### src/inc/bprs_pkg.sv
// Constants for the brown-out / parity reset sequencer.
// Assumes a single 10 MHz core clock and one synchronous reset.
package bprs_pkg;
    // Clock
    localparam int CLK_HZ = 10_000_000;
    // Timing, in their own units
    localparam int PWRUP_DELAY_MS = 72;
    localparam int OSC_STARTUP_CYC = 1024;
    localparam int BOR_QUAL_NS = 100;
    // Derived cycle counts (longest times round down, least round up)
    localparam int PWRUP_DELAY_CYC = PWRUP_DELAY_MS * (CLK_HZ / 1000);
    localparam int BOR_QUAL_CYC =
        (BOR_QUAL_NS * (CLK_HZ / 1_000_000) + 999) / 1000 < 1 ? 1 :
        (BOR_QUAL_NS * (CLK_HZ / 1_000_000) + 999) / 1000;
    // Register map
    localparam logic [3:0] ADDR_PWR_STATUS = 4'h0;
    localparam logic [3:0] ADDR_CORE_STATUS = 4'h1;
    localparam logic [3:0] ADDR_CFG = 4'h2;
    // Power status bit positions
    localparam int BIT_BOR = 0;
    localparam int BIT_POR = 1;
    localparam int BIT_PER = 2;
    localparam int BIT_MPE = 7;
    // Core status bit positions
    localparam int BIT_WDT = 0;
    localparam int BIT_SLP = 1;
    // Configuration bit positions
    localparam int CFG_BOD = 0;
    localparam int CFG_POWERUP_DELAY_TIMER = 1;
    localparam int CFG_MPE = 2;
    localparam int CFG_OSC_LO = 3;
    // Oscillator mode codes
    localparam logic [1:0] OSC_LP = 2'h0;
    localparam logic [1:0] OSC_XT = 2'h1;
    localparam logic [1:0] OSC_HS = 2'h2;
    localparam logic [1:0] OSC_RC = 2'h3;
    // Configuration register reset value: detect, parity on, crystal
    localparam logic [7:0] CFG_RESET = 8'h0D;
endpackage

### src/rtl/bprs_sequencer.sv
// Reset sequencer: brown-out qualification, power-up delay, oscillator
// start-up count, reset-cause flags and program-word parity checking.
// Assumes inputs synchronous to MCLK_I; RST_B_I stands for power-on.
//
// Implementation choices: the strobed register port and the address map.
module bprs_sequencer #(
    parameter int WORD_W = 14,
    parameter int PWRUP_CYC = bprs_pkg::PWRUP_DELAY_CYC,
    parameter int OST_CYC = bprs_pkg::OSC_STARTUP_CYC,
    parameter bit HAS_BOR = 1'b1
) (
    // Clock and reset
    input wire logic MCLK_I,
    input wire logic RST_B_I,
    // Supply and pins
    input wire logic SUPPLY_LOW_I,
    input wire logic MASTER_CLEAR_PIN_B_I,
    // Core events
    input wire logic WDT_TIMEOUT_I,
    input wire logic SLEEP_I,
    input wire logic WAKE_WDT_I,
    input wire logic WAKE_INT_I,
    // Program fetch
    input wire logic FETCH_I,
    input wire logic [WORD_W-1:0] FETCH_WORD_I,
    input wire logic FETCH_PAR_EVEN_I,
    input wire logic FETCH_PAR_ODD_I,
    // Register port
    input wire logic [3:0] ADDR_I,
    input wire logic [7:0] WDATA_I,
    input wire logic WR_I,
    input wire logic RD_I,
    output logic [7:0] RDATA_O,
    // Reset and status outputs
    output logic CORE_RST_B_O,
    output logic WAKE_HOLD_O,
    output logic PARITY_ERR_O
);
    typedef enum logic [2:0] {
        BPRS_HOLD, BPRS_BROWN, BPRS_POWERUP_DELAY_TIMER, BPRS_OST, BPRS_RUN
    } bprs_state_e;

    bprs_state_e state;
    logic [31:0] cnt;
    logic [31:0] qual_cnt;
    logic [7:0] cfg;
    logic bor_flag, por_flag, per_flag, wdt_flag, slp_flag;
    logic brown_rst, par_err, master_clear_pin_asleep;
    logic wake_cnt_run;
    logic [31:0] wake_cnt;
    logic crystal, powerup_delay_timer_on, bod_on, mpe_on;
    logic [WORD_W-1:0] even_mask;

    assign bod_on = HAS_BOR && cfg[bprs_pkg::CFG_BOD];
    // Delay enable is active low on brown-out variants
    assign powerup_delay_timer_on = HAS_BOR ? !cfg[bprs_pkg::CFG_POWERUP_DELAY_TIMER]
                             : cfg[bprs_pkg::CFG_POWERUP_DELAY_TIMER];
    assign mpe_on = cfg[bprs_pkg::CFG_MPE];
    assign crystal =
        cfg[bprs_pkg::CFG_OSC_LO +: 2] != bprs_pkg::OSC_RC;

    // Even-position mask for the parity check
    genvar gi;
    generate
        for (gi = 0; gi < WORD_W; gi++) begin : g_mask
            assign even_mask[gi] = (gi % 2) == 0;
        end
    endgenerate

    // Even bits XOR even parity; odd bits XOR inverted odd parity
    assign par_err = mpe_on && FETCH_I && state == BPRS_RUN &&
        ((^(FETCH_WORD_I & even_mask) ^ FETCH_PAR_EVEN_I) |
         (^(FETCH_WORD_I & ~even_mask) ^ ~FETCH_PAR_ODD_I));

    // Supply-low must persist for the qualification time
    always_ff @(posedge MCLK_I) begin
        if (!RST_B_I || !SUPPLY_LOW_I || !bod_on) begin
            qual_cnt <= '0;
        end else if (qual_cnt < bprs_pkg::BOR_QUAL_CYC) begin
            qual_cnt <= qual_cnt + 32'h1;
        end
    end
    assign brown_rst = bod_on && SUPPLY_LOW_I &&
        qual_cnt >= bprs_pkg::BOR_QUAL_CYC - 1;

    // Reset sequence
    always_ff @(posedge MCLK_I) begin
        if (!RST_B_I) begin
            state <= BPRS_HOLD;
            cnt <= '0;
        end else begin
            case (state)
                BPRS_HOLD: begin
                    cnt <= '0;
                    if (powerup_delay_timer_on) begin
                        state <= BPRS_POWERUP_DELAY_TIMER;
                    end else if (crystal) begin
                        state <= BPRS_OST;
                    end else begin
                        state <= BPRS_RUN;
                    end
                end
                BPRS_BROWN: begin
                    cnt <= '0;
                    if (!SUPPLY_LOW_I) begin
                        state <= BPRS_POWERUP_DELAY_TIMER;
                    end
                end
                BPRS_POWERUP_DELAY_TIMER: begin
                    if (brown_rst) begin
                        state <= BPRS_BROWN;
                        cnt <= '0;
                    end else if (cnt >= PWRUP_CYC - 1) begin
                        cnt <= '0;
                        state <= crystal ? BPRS_OST : BPRS_RUN;
                    end else begin
                        cnt <= cnt + 32'h1;
                    end
                end
                BPRS_OST: begin
                    if (brown_rst) begin
                        state <= BPRS_BROWN;
                        cnt <= '0;
                    end else if (cnt >= OST_CYC - 1) begin
                        cnt <= '0;
                        state <= BPRS_RUN;
                    end else begin
                        cnt <= cnt + 32'h1;
                    end
                end
                BPRS_RUN: begin
                    cnt <= '0;
                    if (brown_rst) begin
                        state <= BPRS_BROWN;
                    end else if (par_err) begin
                        state <= powerup_delay_timer_on ? BPRS_POWERUP_DELAY_TIMER
                               : (crystal ? BPRS_OST : BPRS_RUN);
                    end
                end
                default: begin
                    state <= BPRS_HOLD;
                    cnt <= '0;
                end
            endcase
        end
    end

    // Wake from sleep: crystal modes wait the oscillator count
    always_ff @(posedge MCLK_I) begin
        if (!RST_B_I) begin
            wake_cnt_run <= 1'b0;
            wake_cnt <= '0;
        end else if (!wake_cnt_run && (WAKE_WDT_I || WAKE_INT_I)
                     && crystal) begin
            wake_cnt_run <= 1'b1;
            wake_cnt <= '0;
        end else if (wake_cnt_run) begin
            if (wake_cnt >= OST_CYC - 1) begin
                wake_cnt_run <= 1'b0;
            end
            wake_cnt <= wake_cnt + 32'h1;
        end
    end

    // Master clear asserted while the core sleeps
    always_ff @(posedge MCLK_I) begin
        if (!RST_B_I) begin
            master_clear_pin_asleep <= 1'b0;
        end else if (MASTER_CLEAR_PIN_B_I) begin
            master_clear_pin_asleep <= 1'b0;
        end else if (SLEEP_I) begin
            master_clear_pin_asleep <= 1'b1;
        end
    end

    // Configuration register
    always_ff @(posedge MCLK_I) begin
        if (!RST_B_I) begin
            cfg <= bprs_pkg::CFG_RESET;
        end else if (WR_I && ADDR_I == bprs_pkg::ADDR_CFG) begin
            cfg <= WDATA_I;
        end
    end

    // Power status flags: hardware clear wins over software set for BOR and PER; POR has no hardware clear
    always_ff @(posedge MCLK_I) begin
        if (!RST_B_I) begin
            por_flag <= 1'b0;
            bor_flag <= 1'b0;
            per_flag <= 1'b1;
        end else begin
            if (brown_rst) begin
                bor_flag <= 1'b0;
            end else if (WR_I && ADDR_I == bprs_pkg::ADDR_PWR_STATUS) begin
                bor_flag <= WDATA_I[bprs_pkg::BIT_BOR];
            end
            if (WR_I && ADDR_I == bprs_pkg::ADDR_PWR_STATUS) begin
                por_flag <= WDATA_I[bprs_pkg::BIT_POR];
            end
            if (par_err) begin
                per_flag <= 1'b0;
            end else if (WR_I && ADDR_I == bprs_pkg::ADDR_PWR_STATUS) begin
                per_flag <= WDATA_I[bprs_pkg::BIT_PER];
            end
        end
    end

    // Watchdog-expired and sleep-entered flags
    always_ff @(posedge MCLK_I) begin
        if (!RST_B_I) begin
            wdt_flag <= 1'b1;
            slp_flag <= 1'b1;
        end else if (WDT_TIMEOUT_I && SLEEP_I) begin
            wdt_flag <= 1'b0;
            slp_flag <= 1'b0;
        end else if (WDT_TIMEOUT_I) begin
            wdt_flag <= 1'b0;
            slp_flag <= 1'b1;
        end else if (WAKE_INT_I || (!MASTER_CLEAR_PIN_B_I && SLEEP_I)) begin
            wdt_flag <= 1'b1;
            slp_flag <= 1'b0;
        end
    end

    // Outputs
    always_ff @(posedge MCLK_I) begin
        if (!RST_B_I) begin
            CORE_RST_B_O <= 1'b0;
        end else begin
            CORE_RST_B_O <= state == BPRS_RUN && !brown_rst && !par_err
                && MASTER_CLEAR_PIN_B_I;
        end
    end

    always_ff @(posedge MCLK_I) begin
        if (!RST_B_I) begin
            WAKE_HOLD_O <= 1'b0;
            PARITY_ERR_O <= 1'b0;
        end else begin
            // One cycle behind the counter, so the hold spans OST_CYC
            WAKE_HOLD_O <= wake_cnt_run;
            PARITY_ERR_O <= par_err;
        end
    end

    // Read port
    always_ff @(posedge MCLK_I) begin
        if (!RST_B_I) begin
            RDATA_O <= 8'h00;
        end else if (RD_I) begin
            case (ADDR_I)
                bprs_pkg::ADDR_PWR_STATUS:
                    RDATA_O <= {mpe_on, 4'h0, per_flag, por_flag,
                                bor_flag};
                bprs_pkg::ADDR_CORE_STATUS:
                    RDATA_O <= {6'h00, slp_flag, wdt_flag};
                bprs_pkg::ADDR_CFG:
                    RDATA_O <= cfg;
                default:
                    RDATA_O <= 8'h00;
            endcase
        end else begin
            RDATA_O <= 8'h00;
        end
    end
endmodule
### config.mk
export PLATFORM = sky130hd
export DESIGN_NAME = bprs_sequencer
export DESIGN_NICKNAME = d
export VERILOG_FILES = /design/src/inc/bprs_pkg.sv /design/src/rtl/bprs_sequencer.sv
export SDC_FILE = /design/constraint.sdc
export NUM_CORES = 1
export LEC_CHECK = 0
export BUFFER_PORTS_ARGS = -buffer_cell sky130_fd_sc_hd__clkbuf_2
export CORE_AREA = 2 2 92 94
export CTS_CLUSTER_SIZE = 12
export DETAILED_ROUTE_END_ITERATION = 12
export DIE_AREA = 0 0 94 96
export PLACE_DENSITY = 0.75
export REMOVE_ABC_BUFFERS = 1
export SLEW_MARGIN = 20
export SYNTH_ARGS = -nofsm -noshare
export SYNTH_HDL_FRONTEND = slang
export SYNTH_SLANG_ARGS = --single-unit
export TNS_END_PERCENT = 20
### constraint.sdc
create_clock -name MCLK_I -period 4.8 [get_ports MCLK_I]
set_input_delay 0.24 -clock MCLK_I [delete_from_list [all_inputs] [get_ports MCLK_I]]
set_output_delay 0.24 -clock MCLK_I [all_outputs]
set_load 0.01 [all_outputs]
==> metrics.txt, run 1 <==
# TYPE chip_impl_metric gauge
chip_impl_metric{name="route.vias.total",unit=""} 3076
chip_impl_metric{name="path_max_fanout",unit=""} 5
chip_impl_metric{name="cts.hold.buffers_added",unit=""} 0
chip_impl_metric{name="grt_pass1_vias",unit=""} 2821
chip_impl_metric{name="drt-wirelength-per-cell",unit="um"} 12.30
chip_impl_metric{name="synth-seq-area-share",unit=""} 0.4709
chip_impl_metric{name="timing.critical_path.required",unit="ns"} 5.04
chip_impl_metric{name="netlist.area_leader.share",unit=""} 0.4709
chip_impl_metric{name="design.die.area",unit="um2"} 9024
chip_impl_metric{name="setup_tns",unit="ns"} 0
chip_impl_metric{name="dpl.hpwl",unit="um"} 5282
chip_impl_metric{name="dr.pass1.iters",unit=""} 4
chip_impl_metric{name="floorplan.initialDensity",unit=""} 0.4858
chip_impl_info{name="synth_top_area_cell",value="sky130_fd_sc_hd__dfxtp_1"} 1
chip_impl_info{name="commonest_cells_after_routing_fill_and_taps_aside",value="sky130_fd_sc_hd__dfxtp_1, sky130_fd_sc_hd__nor2_1, sky130_fd_sc_hd__clkbuf_2"} 1
chip_impl_metric{name="cts_buffer_depth",unit=""} 2
chip_impl_metric{name="tightestPinTransition",unit="ns"} 0.6117
chip_impl_info{name="layout_commonest_cell",value="sky130_fd_sc_hd__dfxtp_1"} 1
chip_impl_info{name="clk_root_buffer_cell",value="sky130_fd_sc_hd__clkbuf_8"} 1
chip_impl_metric{name="share_clk_of_total_power",unit=""} 0.402
chip_impl_metric{name="globalRouteOverflowTotal",unit=""} 0
chip_impl_metric{name="dp.cells",unit=""} 583
chip_impl_metric{name="power_density",unit="nW/um2"} 324.5
chip_impl_metric{name="clock-skew-final",unit="ns"} 0.02089
chip_impl_metric{name="switching_share",unit=""} 0.2263
chip_impl_metric{name="met2_usage",unit=""} 0.2863
chip_impl_info{name="cp-start-kind",value="register"} 1
chip_impl_metric{name="ys_warns",unit=""} 0
chip_impl_metric{name="layout_area_overhead",unit="%"} 15.00
chip_impl_metric{name="leakagePower",unit="nW"} 1.795
chip_impl_info{name="worstHoldPathType",value="in2reg"} 1
chip_impl_metric{name="ff_latch_area",unit="um2"} 1842
chip_impl_metric{name="grt_max_degree",unit=""} 33
chip_impl_metric{name="utilization",unit=""} 0.5587
chip_impl_metric{name="standard_cell_row_count",unit=""} 33
chip_impl_metric{name="post_cts.repair.setup_buffers",unit=""} 0
chip_impl_metric{name="share_seq_of_total_power",unit=""} 0.538
chip_impl_metric{name="period_minus_slack",unit="ns"} 2.038
chip_impl_metric{name="chipHeight",unit="um"} 96
chip_impl_metric{name="synth.avg_cell_area",unit="um2"} 9.096
chip_impl_info{name="tritoncts",value="done"} 1
chip_impl_metric{name="worst_skew_pair.late_latency",unit="ns"} 0.36
chip_impl_metric{name="synth_enable_flop_cells",unit=""} 0
chip_impl_metric{name="nets",unit=""} 530
chip_impl_metric{name="drive_gt1_frac",unit=""} 0.1498
chip_impl_metric{name="internal_power",unit="mW"} 1.129
chip_impl_metric{name="grt.met3_usage",unit=""} 0.03837
chip_impl_metric{name="chipWidth",unit="um"} 94
chip_impl_metric{name="ys_ff_latch",unit=""} 92
chip_impl_metric{name="post_synth_num_cell_types",unit=""} 47
chip_impl_metric{name="final-instance-count-excl-fill",unit=""} 599
chip_impl_metric{name="reg_clk_slew_reported_paths",unit="ns"} 0.09
chip_impl_metric{name="drv.max_cap_violation_count",unit=""} 0
chip_impl_metric{name="finalSetupViolCount",unit=""} 0
chip_impl_metric{name="worst_slew_margin_relative_to_its_limit",unit=""} 0.5922
chip_impl_metric{name="antenna_violations_before_repair",unit=""} 0
chip_impl_metric{name="deepest_level_of_the_cts_h_tree",unit=""} 3
chip_impl_info{name="run_status",value="complete, no violations"} 1
chip_impl_metric{name="power.switching",unit="mW"} 0.3304
chip_impl_metric{name="top_level_ports",unit=""} 50
chip_impl_metric{name="tritoncts.num_buffers",unit=""} 9
chip_impl_metric{name="maximum_clock_frequency",unit="GHz"} 0.4908
chip_impl_info{name="rsz0062_at_grt",value="no"} 1
chip_impl_metric{name="grt_use_total",unit=""} 0.1681
chip_impl_metric{name="post_synth_inst_count",unit=""} 430
chip_impl_metric{name="drt-vias-per-instance",unit=""} 5.135
chip_impl_metric{name="finalWirelength",unit="um"} 7365
chip_impl_info{name="startpoint_to_endpoint_class_of_the_critical_path",value="reg2reg"} 1
chip_impl_info{name="busiest_layer",value="met2"} 1
chip_impl_metric{name="vdd_drop_max",unit="mV"} 0.1849
chip_impl_metric{name="core-area",unit="um2"} 8051
chip_impl_metric{name="power.share.combinational",unit=""} 0.060
chip_impl_metric{name="multi_input_comb_area",unit="um2"} 2029
chip_impl_metric{name="synth.cell_area",unit="um2"} 3911
chip_impl_metric{name="cts_repair_resize_count",unit=""} 0
chip_impl_metric{name="fillers",unit=""} 740
chip_impl_metric{name="hold_viol_final",unit=""} 0
chip_impl_metric{name="drt_iter0_drc",unit=""} 100
chip_impl_metric{name="postSynth.asyncResetShare",unit=""} 0
chip_impl_info{name="ys_top_cells_by_area",value="sky130_fd_sc_hd__dfxtp_1, sky130_fd_sc_hd__xor2_1, sky130_fd_sc_hd__nor2_1, sky130_fd_sc_hd__xnor2_1, sky130_fd_sc_hd__mux2i_1"} 1
chip_impl_metric{name="drv_slew",unit=""} 0
chip_impl_metric{name="post_detailed_route_count_of_antenna_violating_nets",unit=""} 0
chip_impl_metric{name="drc_errors",unit=""} 0
chip_impl_metric{name="antenna_cells",unit=""} 0
chip_impl_metric{name="gp_routability_congestion",unit=""} 0.8032
chip_impl_metric{name="final_min_period_over_clock_period",unit=""} 0.4245
chip_impl_metric{name="numPortBuffers",unit=""} 49
chip_impl_info{name="type_of_destination_of_the_critical_path",value="register"} 1
chip_impl_metric{name="grt_first_pass_wirelength",unit="um"} 12190
chip_impl_metric{name="cp.arrival",unit="ns"} 2.28
chip_impl_metric{name="tritoncts_num_sinks",unit=""} 92
chip_impl_metric{name="use_met1",unit=""} 0.2089
chip_impl_info{name="postSynth.topFlopCell",value="sky130_fd_sc_hd__dfxtp_1"} 1
-- power groups by stage --
| stage | registers [mW] | clock network (mW) | logic (mW) |
|---|---|---|---|
| CTS | 0.785 | 0.602 | 0.0881 |
| finish | 0.785 | 0.587 | 0.0879 |
| global route | 0.787 | 0.629 | 0.0990 |
| detailed placement | 0.803 | 0 | 0.0874 |
| global placement | 0.802 | 0 | 0.0861 |
| floorplan | 0.800 | 0 | 0.0545 |
-- kinds of logic after synthesis --
group / share of synthesized area
DFF: 0.4709
adders and majority gates: 0.006397
xor gates and xnor gates: 0.1344
muxes: 0.04351
buffers and inverters: 0.02143
and+or+nand+nor: 0.2700
other: 0.0009588
AOI/OAI and AO/OA: 0.05247
-- sequential cells by signal, summed over array words and instances, names as in the netlist --
name and count:
slp_flag 1, cfg 8, CORE_RST_B_O 1, cnt 32, RDATA_O 8, per_flag 1, por_flag 1, wdt_flag 1
PARITY_ERR_O 1, WAKE_HOLD_O 1, state 3, bor_flag 1, wake_cnt 32, wake_cnt_run 1
-- critical path, cell delays in order, from the launching register on --
cell and delay, ns:
sky130_fd_sc_hd__dfxtp_1 0.41, sky130_fd_sc_hd__ha_1 0.28, sky130_fd_sc_hd__nand2_1 0.14, sky130_fd_sc_hd__o21ai_0 0.29, sky130_fd_sc_hd__a311oi_1 0.14, sky130_fd_sc_hd__nor3_1 0.34
sky130_fd_sc_hd__o21ai_0 0.19, sky130_fd_sc_hd__mux2i_1 0.15
-- Yosys cell counts (2+ instances only) --
cell                       instances
sky130_fd_sc_hd__o21ai_0          11
sky130_fd_sc_hd__nor2b_1           4
sky130_fd_sc_hd__a21oi_1           8
sky130_fd_sc_hd__and4_1            5
sky130_fd_sc_hd__or3_1             2
sky130_fd_sc_hd__nand3_1          21
sky130_fd_sc_hd__or2_2             2
sky130_fd_sc_hd__mux2i_1          17
sky130_fd_sc_hd__dfxtp_1          92
sky130_fd_sc_hd__nor2_1           76
sky130_fd_sc_hd__nand2_1          32
sky130_fd_sc_hd__inv_1             4
sky130_fd_sc_hd__buf_6             2
sky130_fd_sc_hd__nand4_1          21
sky130_fd_sc_hd__xnor2_1          23
sky130_fd_sc_hd__ha_1              2
sky130_fd_sc_hd__xor2_1           37
sky130_fd_sc_hd__clkbuf_1          7
sky130_fd_sc_hd__nor3_1            9
sky130_fd_sc_hd__nor3_2            2
sky130_fd_sc_hd__and3_1            9
sky130_fd_sc_hd__a22o_1            3
sky130_fd_sc_hd__nor4_1           11
sky130_fd_sc_hd__and2_1            7
-- metrics by stage --
stage / area [um2] / total power, mW / hold WS, ns / worst slack [ns]
floorplan: 3887 / 0.8547 / 0.3019 / 3.067
global placement: 4264 / 0.8878 / 0.4658 / 2.858
detailed placement: 4264 / 0.8900 / 0.4669 / 2.801
CTS: 4496 / 1.475 / 0.09928 / 2.769
global route: 4498 / 1.515 / 0.1030 / 2.571
finish: 4498 / 1.460 / 0.1061 / 2.762
-- area by class of cell --
class / instances / area share
inverter: 5 / 0.004172
clock inverter: 6 / 0.02086
clock buffer: 10 / 0.03060
tap: 105 / 0.02921
sequential: 92 / 0.4095
multi-input combinational: 332 / 0.4512
timing repair buffer: 49 / 0.05452
-- worst paths after layout --
| check | start | endpoint | slack [ns] | depth (start not counted) |
|---|---|---|---|---|
| max | cnt[0]$_SDFF_PN0_ | state[0]$_SDFFE_PN0P_ | 2.76 | 7 |
| max reg2reg | cnt[0]$_SDFF_PN0_ | state[0]$_SDFFE_PN0P_ | 2.76 | 7 |
| min | WDATA_I[3] | cfg[3]$_SDFFE_PN1P_ | 0.11 | 3 |
| min reg2reg | cfg[5]$_SDFFE_PN0P_ | RDATA_O[5]$_SDFF_PN0_ | 0.48 | 1 |
-- routing by layer --
layer | vias to the layer above | routed length, um
li1 | 1592 | -
met1 | 1427 | 3439
met5 | - | 0
met4 | 0 | 99
met2 | 48 | 3530
met3 | 9 | 296
Power figures use the tool's default switching activity.
==> inputs of run 2 (changes only) <==
clock period = 2.1 ns   (was 4.8 ns; I/O delays follow)
==> run 2 against run 1 <==
  * First-iteration DRC count rose by 22%
  * Clock skew fell by 0.0073 ns
  * Utilization up 0.84 points
  * Critical path depth stayed put
  * Sequential power is 130% higher
  * Combinational power rose to 2.5 times the previous value
  * Fmax rose by 4.9%
  * Non-clock buffer count up 12
  * Critical path type unchanged
  * Critical endpoint unchanged
==> metrics.txt, run 2 (synthesized netlist as in run 1, its figures left out) <==
# TYPE chip_impl_metric gauge
chip_impl_info{name="cp-start-kind",value="register"} 1
chip_impl_metric{name="tightestPinTransition",unit="ns"} 0.5081
chip_impl_metric{name="drt-vias-per-instance",unit=""} 5.196
chip_impl_info{name="type_of_destination_of_the_critical_path",value="register"} 1
chip_impl_metric{name="tritoncts_num_sinks",unit=""} 92
chip_impl_metric{name="maximum_clock_frequency",unit="GHz"} 0.5148
chip_impl_info{name="run_status",value="complete, no violations"} 1
chip_impl_metric{name="utilization",unit=""} 0.5671
chip_impl_metric{name="layout_area_overhead",unit="%"} 16.73
chip_impl_metric{name="final_min_period_over_clock_period",unit=""} 0.9251
chip_impl_metric{name="chipHeight",unit="um"} 96
chip_impl_info{name="worst_hold_startpoint",value="ADDR_I[0]"} 1
chip_impl_metric{name="tritoncts.num_buffers",unit=""} 9
chip_impl_metric{name="drive_gt1_frac",unit=""} 0.1502
chip_impl_metric{name="chipWidth",unit="um"} 94
chip_impl_metric{name="gp_routability_congestion",unit=""} 0.8158
chip_impl_info{name="clk_root_buffer_cell",value="sky130_fd_sc_hd__clkbuf_8"} 1
chip_impl_metric{name="antenna_violations_before_repair",unit=""} 0
chip_impl_metric{name="globalRouteOverflowTotal",unit=""} 0
chip_impl_metric{name="drt_iter0_drc",unit=""} 122
chip_impl_metric{name="placedInstanceArea",unit="um2"} 4287
chip_impl_info{name="startpoint_to_endpoint_class_of_the_critical_path",value="reg2reg"} 1
chip_impl_info{name="cp-startpoint",value="cnt[0]$_SDFF_PN0_"} 1
chip_impl_metric{name="finalSetupViolCount",unit=""} 0
chip_impl_metric{name="drc_errors",unit=""} 0
chip_impl_info{name="layout_commonest_cell",value="sky130_fd_sc_hd__dfxtp_1"} 1
chip_impl_info{name="commonest_cells_after_routing_fill_and_taps_aside",value="sky130_fd_sc_hd__dfxtp_1, sky130_fd_sc_hd__nor2_1, sky130_fd_sc_hd__clkbuf_2"} 1
chip_impl_metric{name="floorplan.initialDensity",unit=""} 0.4858
chip_impl_metric{name="post_detailed_route_count_of_antenna_violating_nets",unit=""} 0
chip_impl_metric{name="grt_first_pass_wirelength",unit="um"} 12410
chip_impl_metric{name="setup_tns",unit="ns"} 0
chip_impl_metric{name="finalWirelength",unit="um"} 7523
chip_impl_metric{name="final_area",unit="um2"} 4566
chip_impl_metric{name="reg_clk_slew_reported_paths",unit="ns"} 0.10
chip_impl_metric{name="worst_skew_pair.late_latency",unit="ns"} 0.36
chip_impl_metric{name="top_level_ports",unit=""} 50
chip_impl_metric{name="leakagePower",unit="nW"} 1.843
chip_impl_metric{name="drv_slew",unit=""} 0
chip_impl_metric{name="numPortBuffers",unit=""} 49
chip_impl_metric{name="route.vias.total",unit=""} 3175
chip_impl_info{name="largestRegisters",value="cnt x32, wake_cnt x32"} 1
chip_impl_metric{name="antenna_cells",unit=""} 0
chip_impl_metric{name="dpl.hpwl",unit="um"} 5448
chip_impl_metric{name="grt_max_degree",unit=""} 33
chip_impl_metric{name="design.die.area",unit="um2"} 9024
chip_impl_metric{name="standard_cell_row_count",unit=""} 33
chip_impl_metric{name="grt_pass1_vias",unit=""} 2829
chip_impl_metric{name="worst_slew_margin_relative_to_its_limit",unit=""} 0.6587
chip_impl_metric{name="timing.critical_path.required",unit="ns"} 2.34
chip_impl_metric{name="core-area",unit="um2"} 8051
chip_impl_metric{name="drt-wirelength-per-cell",unit="um"} 12.31
chip_impl_metric{name="path_max_fanout",unit=""} 5
chip_impl_metric{name="nets",unit=""} 542
chip_impl_info{name="rsz0062_at_grt",value="yes"} 1
chip_impl_metric{name="cts_buffer_depth",unit=""} 2
chip_impl_metric{name="final.hold.worst_slack",unit="ns"} 0.02357
chip_impl_metric{name="dr.pass1.iters",unit=""} 4
chip_impl_metric{name="deepest_level_of_the_cts_h_tree",unit=""} 3
chip_impl_metric{name="clock-skew-final",unit="ns"} 0.01358
chip_impl_info{name="timing.rr.start",value="cnt[0]$_SDFF_PN0_"} 1
chip_impl_metric{name="hold_viol_final",unit=""} 0
chip_impl_metric{name="grt_use_total",unit=""} 0.1719
chip_impl_metric{name="period_minus_slack",unit="ns"} 1.943
chip_impl_metric{name="drv.max_cap_violation_count",unit=""} 0
chip_impl_metric{name="vdd_drop_max",unit="mV"} 0.3534
chip_impl_info{name="tritoncts",value="done"} 1
chip_impl_metric{name="cp.arrival",unit="ns"} 2.19
chip_impl_info{name="worstHoldPathType",value="in2reg"} 1
chip_impl_metric{name="power_density",unit="nW/um2"} 681.5
-- run 2: power by group --
group | internal (mW) | total [mW] | switching [mW]
Clock | 0.449 | 1.10 | 0.649
Sequential | 1.77 | 1.79 | 0.0194
Combinational | 0.110 | 0.223 | 0.112
-- run 2: path summary, 6_finish.rpt --
kind                                         endpoint  slack, ns  cells past startpoint
worst min-delay path            RDATA_O[2]$_SDFF_PN0_       0.02                      2
worst min register to register  RDATA_O[5]$_SDFF_PN0_       0.48                      1
worst max-delay path            state[0]$_SDFFE_PN0P_       0.16                      7
worst max register to register  state[0]$_SDFFE_PN0P_       0.16                      7
-- run 2: final cells by class --
class	count	area (um2)
fill	719	3486
multi-input combinational	332	2033
sequential	92	1842
timing repair buffer	61	357.8
tap	105	131.4
clock buffer	9	123.9
clock inverter	7	58.81
inverter	5	18.77
-- run 2: stage by stage --
| stage | setup slack [ns] | cells | power, mW |
|---|---|---|---|
| final | 0.1574 | 611 | 3.111 |
| after global placement | 0.2411 | 586 | 2.035 |
| after global routing | 0.0007405 | 611 | 3.242 |
| after detailed placement | 0.1270 | 586 | 2.042 |
| after floorplan | 0.3673 | 429 | 1.954 |
| after CTS | 0.1028 | 611 | 3.145 |
-- run 2: layer usage --
metal	routed length, um	GRT usage	vias to the layer above	part of all wire
met4	120	0.07126	0	0.016
met3	246	0.03837	14	0.033
met2	3616	0.2845	51	0.48
met5	0	0	-	0
met1	3541	0.2176	1494	0.47
li1	-	-	1616	-
-- run 2: what timing repair did --
| item | CTS | global route |
|---|---|---|
| hold buffers | 9 | 0 |
| setup endpoints to repair | 0 | 6 |
| setup buffers | 0 | 0 |
| endpoints found under the hold margin | 10 | 0 |
| gates resized for setup | 0 | 3 |
-- run 2: critical path, stage by stage, from the launching register on --
cell and delay (ns):
sky130_fd_sc_hd__dfxtp_1 0.39, sky130_fd_sc_hd__ha_1 0.27, sky130_fd_sc_hd__nand2_1 0.14, sky130_fd_sc_hd__o21ai_1 0.23
sky130_fd_sc_hd__a311oi_1 0.12, sky130_fd_sc_hd__nor3_1 0.31, sky130_fd_sc_hd__o21ai_0 0.21, sky130_fd_sc_hd__mux2i_1 0.15
